`config.mk`:
```
export PLATFORM = sky130hd
export DESIGN_NAME = csb_core
export DESIGN_NICKNAME = d
export VERILOG_FILES = /design/src/design/csb_pkg.sv /design/src/design/csb_dec_if.sv /design/src/design/csb_decode.sv /design/src/design/csb_core.sv
export SDC_FILE = /design/constraint.sdc
export NUM_CORES = 1
export LEC_CHECK = 0
export BUFFER_PORTS_ARGS = -buffer_cell sky130_fd_sc_hd__buf_2
export CAP_MARGIN = 20
export CORE_MARGIN = 2
export CORE_UTILIZATION = 30
export CTS_CLUSTER_SIZE = 14
export DETAILED_ROUTE_END_ITERATION = 12
export PLACE_DENSITY = 0.65
export SYNTH_ARGS = -nofsm -noshare
export SYNTH_HDL_FRONTEND = slang
export SYNTH_HIERARCHICAL = 1
export SYNTH_SLANG_ARGS = --single-unit
```
`constraint.sdc`:
```
create_clock -name mclk -period 1.52 [get_ports mclk]
set_clock_uncertainty 0.1 [all_clocks]
set_input_delay 0.076 -clock mclk [delete_from_list [all_inputs] [get_ports mclk]]
set_output_delay 0.076 -clock mclk [all_outputs]
set_load 0.05 [all_outputs]
```
`src/design/csb_pkg.sv`:
```
package csb_pkg;
    // Instruction word is 14 bits wide.
    localparam int IW = 14;
    localparam logic [13:0] OPC_CLR_FILE_MASK = 14'h3f80;
    localparam logic [13:0] OPC_CLR_FILE_VAL = 14'h0180;
    localparam logic [13:0] OPC_CLR_WORK_MASK = 14'h3f80;
    localparam logic [13:0] OPC_CLR_WORK_VAL = 14'h0100;
    localparam logic [13:0] OPC_DEC_MASK = 14'h3f00;
    localparam logic [13:0] OPC_DEC_VAL = 14'h0b00;
    localparam logic [13:0] OPC_INC_MASK = 14'h3f00;
    localparam logic [13:0] OPC_INC_VAL = 14'h0f00;
    localparam logic [13:0] OPC_JMP_MASK = 14'h3800;
    localparam logic [13:0] OPC_JMP_VAL = 14'h2800;
    localparam logic [13:0] OPC_IOR_MASK = 14'h3f00;
    localparam logic [13:0] OPC_IOR_VAL = 14'h3800;
    localparam int DEST_BIT = 7;
    localparam int LATCH_LO = 3;
    localparam int LATCH_HI = 4;
    localparam logic [7:0] W_RESET = 8'h00;
    localparam logic [12:0] PC_RESET = 13'h0000;

    typedef enum logic [2:0] {
        CSB_NONE, CSB_CLR_FILE, CSB_CLR_WORK, CSB_DEC, CSB_INC, CSB_JMP, CSB_IOR
    } csb_op_t;

    typedef enum {CSB_RUN, CSB_FLUSH} csb_state_t;
endpackage

```
`src/design/csb_dec_if.sv`:
```
`timescale 1ns/1ps
interface csb_dec_if;
    import csb_pkg::*;
    logic [13:0] instr;
    csb_op_t op;
    logic [6:0] faddr;
    logic dest_file;
    logic [7:0] lit;
    logic [10:0] target;
    modport dec (input instr, output op, faddr, dest_file, lit, target);
    modport core (output instr, input op, faddr, dest_file, lit, target);
endinterface

```
`src/design/csb_decode.sv`:
```
`timescale 1ns/1ps
module csb_decode
    import csb_pkg::*;
(
    csb_dec_if.dec d // Decoded fields of one instruction word.
);
    function automatic logic hit(input logic [13:0] w, input logic [13:0] m, input logic [13:0] v);
        return (w & m) == v;
    endfunction

    always_comb begin
        d.op = CSB_NONE;
        if (hit(d.instr, OPC_CLR_FILE_MASK, OPC_CLR_FILE_VAL)) begin
            d.op = CSB_CLR_FILE;
        end else if (hit(d.instr, OPC_CLR_WORK_MASK, OPC_CLR_WORK_VAL)) begin
            d.op = CSB_CLR_WORK;
        end else if (hit(d.instr, OPC_DEC_MASK, OPC_DEC_VAL)) begin
            d.op = CSB_DEC;
        end else if (hit(d.instr, OPC_INC_MASK, OPC_INC_VAL)) begin
            d.op = CSB_INC;
        end else if (hit(d.instr, OPC_JMP_MASK, OPC_JMP_VAL)) begin
            d.op = CSB_JMP;
        end else if (hit(d.instr, OPC_IOR_MASK, OPC_IOR_VAL)) begin
            d.op = CSB_IOR;
        end
    end

    assign d.faddr = d.instr[6:0];
    assign d.dest_file = d.instr[DEST_BIT];
    assign d.lit = d.instr[7:0];
    assign d.target = d.instr[10:0];
endmodule

```
`src/design/csb_core.sv`:
```
`timescale 1ns/1ps
// Operation
// - Clear file register: write zero, set zero flag
// - Clear working register, set zero flag
// - Destination bit: 0 working, 1 file
// - Decrement file register, flags unchanged
// - Decrement result zero: next becomes no-op
// - Increment file register, flags unchanged
// - Increment result zero: next becomes no-op
// - Jump: immediate to low, latch bits high
// - Jump takes two cycles, fetched discarded
// - OR literal into working, zero flag only
module csb_core
    import csb_pkg::*;
(
    input wire logic mclk, // Core instruction clock.
    input wire logic nrst, // Asynchronous reset, active low.
    input wire logic [13:0] instr, // Instruction word executed this cycle.
    input wire logic instr_valid, // Instruction word is present.
    input wire logic [7:0] file_rdata, // Contents of the addressed file register.
    input wire logic [7:0] upper_address_latch, // Upper-address latch register value.
    input wire logic zero_in, // Current zero flag from status register.
    output logic [6:0] file_addr, // Address of file register being written.
    output logic [7:0] file_wdata, // Data written to the file register.
    output logic file_we, // One-cycle write strobe to the file register.
    output logic [7:0] wreg, // Working register.
    output logic zero_out, // Zero flag value to store.
    output logic zero_we, // One-cycle write strobe for zero flag.
    output logic [12:0] pc_load, // Program counter load value.
    output logic pc_we, // One-cycle program counter load strobe.
    output logic nop_cycle // High during a substituted no-op cycle.
);
    // ------------------------------------------------------------
    // State
    // ------------------------------------------------------------
    // Every output is a field of this struct, so each leaves the block straight from a flip-flop.
    typedef struct packed {
        csb_state_t st;
        logic [6:0] file_addr;
        logic [7:0] file_wdata;
        logic file_we;
        logic [7:0] wreg;
        logic zero_out;
        logic zero_we;
        logic [12:0] pc_load;
        logic pc_we;
        logic nop_cycle;
    } csb_regs_t;

    localparam csb_regs_t REGS_RESET = '{
        st: CSB_RUN,
        file_addr: 7'h00,
        file_wdata: 8'h00,
        file_we: 1'b0,
        wreg: W_RESET,
        zero_out: 1'b0,
        zero_we: 1'b0,
        pc_load: PC_RESET,
        pc_we: 1'b0,
        nop_cycle: 1'b0
    };

    csb_regs_t r, next_r;

    // ------------------------------------------------------------
    // Helpers
    // ------------------------------------------------------------
    // Zero test shared by the skip decision and the flag update.
    function automatic logic is_zero(input logic [7:0] v);
        return v == 8'h00;
    endfunction

    // Eight-bit step; the cast keeps the wrap at 256 explicit.
    function automatic logic [7:0] step_value(input logic [7:0] v, input logic down);
        logic [7:0] out;
        if (down) begin
            out = 8'(v - 8'h01);
        end else begin
            out = 8'(v + 8'h01);
        end
        return out;
    endfunction

    // Jump target: eleven immediate bits under two latch bits.
    function automatic logic [12:0] jump_target(input logic [7:0] latch, input logic [10:0] k);
        return {latch[LATCH_HI:LATCH_LO], k};
    endfunction

    // ------------------------------------------------------------
    // Decoder
    // ------------------------------------------------------------
    csb_dec_if dif();

    assign dif.instr = instr;

    csb_decode u_dec (
        .d(dif)
    );

    logic [7:0] res;

    // ------------------------------------------------------------
    // Execute
    // ------------------------------------------------------------
    // The operand read is combinational from the register file in the same cycle, so a
    // write issued here is visible to the next instruction only if the file forwards it.
    // The skip decision uses the fresh result, not the stored register, which keeps the
    // no-op slot exactly one cycle behind the deciding instruction.
    always_comb begin
        next_r = r;
        next_r.file_we = 1'b0;
        next_r.zero_we = 1'b0;
        next_r.pc_we = 1'b0;
        next_r.nop_cycle = 1'b0;
        next_r.st = CSB_RUN;
        res = 8'h00;
        if (r.st == CSB_FLUSH) begin
            // The word fetched behind a skip or jump is dropped here.
            next_r.nop_cycle = 1'b1;
        end else if (instr_valid) begin
            unique case (dif.op)
                CSB_CLR_FILE: begin
                    next_r.file_addr = dif.faddr;
                    next_r.file_wdata = 8'h00;
                    next_r.file_we = 1'b1;
                    next_r.zero_out = 1'b1;
                    next_r.zero_we = 1'b1;
                end

                CSB_CLR_WORK: begin
                    next_r.wreg = 8'h00;
                    next_r.zero_out = 1'b1;
                    next_r.zero_we = 1'b1;
                end

                CSB_DEC: begin
                    // The status strobe stays low, so the zero flag keeps its old value.
                    res = step_value(file_rdata, 1'b1);
                    if (dif.dest_file) begin
                        next_r.file_addr = dif.faddr;
                        next_r.file_wdata = res;
                        next_r.file_we = 1'b1;
                    end else begin
                        next_r.wreg = res;
                    end
                    if (is_zero(res)) begin
                        next_r.st = CSB_FLUSH;
                    end
                end

                CSB_INC: begin
                    // The status strobe stays low, so the zero flag keeps its old value.
                    res = step_value(file_rdata, 1'b0);
                    if (dif.dest_file) begin
                        next_r.file_addr = dif.faddr;
                        next_r.file_wdata = res;
                        next_r.file_we = 1'b1;
                    end else begin
                        next_r.wreg = res;
                    end
                    if (is_zero(res)) begin
                        next_r.st = CSB_FLUSH;
                    end
                end

                CSB_JMP: begin
                    next_r.pc_load = jump_target(upper_address_latch, dif.target);
                    next_r.pc_we = 1'b1;
                    next_r.st = CSB_FLUSH;
                end

                CSB_IOR: begin
                    res = r.wreg | dif.lit;
                    next_r.wreg = res;
                    next_r.zero_out = is_zero(res);
                    next_r.zero_we = 1'b1;
                end

                CSB_NONE: begin
                    // Unknown words change nothing; the flag copy only mirrors status.
                    next_r.zero_out = zero_in;
                end
            endcase
        end
    end

    // ------------------------------------------------------------
    // State register
    // ------------------------------------------------------------
    always_ff @(posedge mclk or negedge nrst) begin
        if (!nrst) begin
            r <= REGS_RESET;
        end else begin
            r <= next_r;
        end
    end

    // ------------------------------------------------------------
    // Outputs
    // ------------------------------------------------------------
    // Strobes last one cycle; data and the working register hold until the next write, except zero_out, which an unknown word reloads from zero_in.
    assign file_addr = r.file_addr;
    assign file_wdata = r.file_wdata;
    assign file_we = r.file_we;
    assign wreg = r.wreg;
    assign zero_out = r.zero_out;
    assign zero_we = r.zero_we;
    assign pc_load = r.pc_load;
    assign pc_we = r.pc_we;
    assign nop_cycle = r.nop_cycle;
endmodule

```
==> metrics.txt <==
Crit. End Element register; Least-Margin Pin Slew 0.534 ns; Main synth FF type dfrtp_1; Synth area leaders dfrtp_1 (40%), buf_4 (8.6%), mux2_2 (7.7%); fin cells about 490; Synth Area in Simple Gates between 10% and 20%; R2R setup slack -0.15 ns; antenna violations before repair 0; die area 9530 um^2; drt drc 0; PwrDens 912 nW/um^2; Routed Antenna Nets 0; status complete, but fails checks; violated checks setup timing; reg-to-reg critical path startpoint r[41]; Max VDD drop 0.000577 V; post-synthesis mux area share under 10%; RSZ-0062 raised after global routing yes; area delta synth->final 57.7%; P_sw ~1500 uW; Clock Tree Root clkbuf_8; post-synth cell types 57; Clk pwr share 18.7%; adder-cell share of the synthesized area 1.90%; switching fraction of total power about two fifths; # fillers 781; synthesized cell area 2630 um^2; clk sinks 42; largest family of logic cells by synthesized area simple AND/OR/NAND/NOR gates; Synth Area in XOR/XNOR 1.67%; layout cells sized above 1 60.6%; area post-placement 3370 um^2; Post-Synthesis Cells between 200 and 300; final count of pins violating max slew 0; CTS tree yes; most frequent cells in the layout buf_2 (62), buf_4 (57), dfrtp_1 (42); Core Area 8590 um^2; HP Class in -> reg; syn_nets 298; Reg2Reg Depth 6; via count ~2500; asr flop ratio synth 100%; Compound-Gate Fraction of Synth Area roughly 18%; crit path max fanout 6; Power, Total 3780 uW; hpwl dp 5.34 mm; critical path class in -> reg; syn avg cell area 10.1 um^2; Final Cell Area 4150 um^2; first-pass GRT wire length 12.8 mm; number of global-route vias before repair approximately 2500; DIE WIDTH between 90 and 100 um; Initial DRT Pass Iterations 4; fin crit share 118%; top cell type's share of synthesized area about 40%; CTS H-tree lvls 2; pin count of the biggest net entering global routing 43; GP Congestion slightly above 0.8; Total GRT Usage 16.5%; static leakage just under 0.002 uW; cell-internal power 2230 uW; post-DR wirelength/cell 16.0 um; die extent in y 97.6 um; Flop pwr share 37.2%; Crit path arrival time 1.90 ns; I/O Pins 75; Seq cells post-synth between 40 and 50; final setup fails 38; worst-skew pair later-pin latency 0.28 ns; total gr overflow 0; Post-Route WL 7.82 mm; crit path to file_wdata[5]; Cell Rows 34; clk slew on worst S/H paths 0.08 ns; minimum clock period ~1.8 ns; Ant. Diodes 0; Final Hold Fails 0; Max-slew headroom 64.4%; Reg2Reg Capture Point pc_load[12]; Yosys warning count 6; most common cell after layout, fill and taps aside buf_2; Initial DRC Count just over 80; Setup TNS -7.45 ns; drt via density 5.11; clock tree buffer depth 2; Num CTS Buffers 5; sequential area share after synthesis 40.0%; CP startpoint instr[8]; Gate power share 44.1%; CP Launch Type input pin; area leader, netlist dfrtp_1; required time worst endpoint 1.63 ns; Max Freq approximately 0.56 GHz; setup slack after layout -0.267 ns; placed insts 457; IO Port Bufs 68; Starting Density between 30 and 40%; fin nets 420; EDFF count, synth 0; max-cap viol count 0
## sequential cells by signal, indices dropped and copies added (netlist names)
signal / cells
file_addr: 7
zero_we: 1
nop_cycle: 1
pc_we: 1
pc_load: 13
file_we: 1
file_wdata: 8
r: 1
wreg: 8
zero_out: 1
## power by group through the flow
stage	Clock, uW	Combinational [uW]	Sequential [uW]
after floorplan	0	387	2070
after global placement	0	1450	1410
after detailed placement	0	1460	1420
after CTS	726	1650	1400
after global routing	777	1750	1430
final	708	1660	1410
## kinds of logic after synthesis
family          count (synthesis)
fa+ha+maj                       4
flops                          42
compound gates                 63
xor+xnor                        5
simple gates                   76
mux                            22
buf+inv                        48
## synth_stat cells (all sizes together), types with 2 or more instances
cell	instances
a211oi	3
o21ai	15
o2bb2ai	3
a32oi	2
clkbuf	3
and2	2
dfrtp	42
and3	3
a2bb2oi	2
a22o	5
xnor2	2
nor2	7
nand3	7
nor4	7
nor2b	4
or3	2
a21oi	10
nand3b	5
nor3	5
nor4b	2
o221ai	2
a221o	2
mux2	22
a21o	2
inv	6
o21a	4
nand2	18
a311oi	2
nand2b	4
ha	4
xor2	3
o22a	2
nor3b	2
o32ai	4
nand4b	3
buf	39
## layer usage
layer | routed length (um) | GRT usage (%) | vias to the layer above
met5 | 0 | 0 | -
met4 | 64 | 3.85 | 0
met3 | 328 | 2.37 | 4
met2 | 4040 | 28.5 | 65
met1 | 3390 | 21.7 | 1255
li1 | - | - | 1174
## repair_timing
item                                    CTS  global route
endpoints found under the setup margin   38            40
pin swaps                                24            25
gates cloned                              2             0
hold endpoints to repair                 59             0
gates resized for setup                  78            29
setup buffers                            13             5
hold buffers                             11             0
## through the flow
stage	hold slack, ns	setup WS (ns)	utilization [%]
floorplan	-0.320	-0.335	-
global placement	0.0750	-0.623	39.2
detailed placement	0.0781	-0.700	39.2
CTS	0.0444	-0.256	47.4
global route	0.0462	-0.367	48.2
finish	0.0406	-0.267	48.2
## critical path, stage by stage
cell	delay [ns]
buf_12	0.11
o31ai_4	0.22
nand2_1	0.09
a21boi_2	0.18
or3b_4	0.45
buf_4	0.16
a311oi_4	0.29
nor4_4	0.09
buf_4	0.14
o21ai_2	0.09
## worst min-delay path by stage
stage / from / to / slack, ns / depth (start not counted)
2_1_floorplan: nrst / file_addr[0] / -0.32 / 0
3_3_place_gp: nrst / pc_load[11] / 0.07 / 2
3_5_place_dp: nrst / pc_load[11] / 0.08 / 2
4_1_cts: instr[8] / pc_load[8] / 0.04 / 3
5_1_grt: instr[8] / pc_load[8] / 0.05 / 3
6_report: instr[8] / pc_load[8] / 0.04 / 3
## final cells by class
| type | count | area [um^2] | share of cell area [%] |
|---|---|---|---|
| multi-input cells | 170 | 1640 | 39.7 |
| clock buffers | 6 | 82.6 | 1.99 |
| inverters | 6 | 25.0 | 0.604 |
| repair buffers | 157 | 1210 | 29.1 |
| well taps | 108 | 135 | 3.26 |
| flip-flops and latches | 42 | 1050 | 25.4 |
No activity file was read; power rests on OpenSTA's default activity.
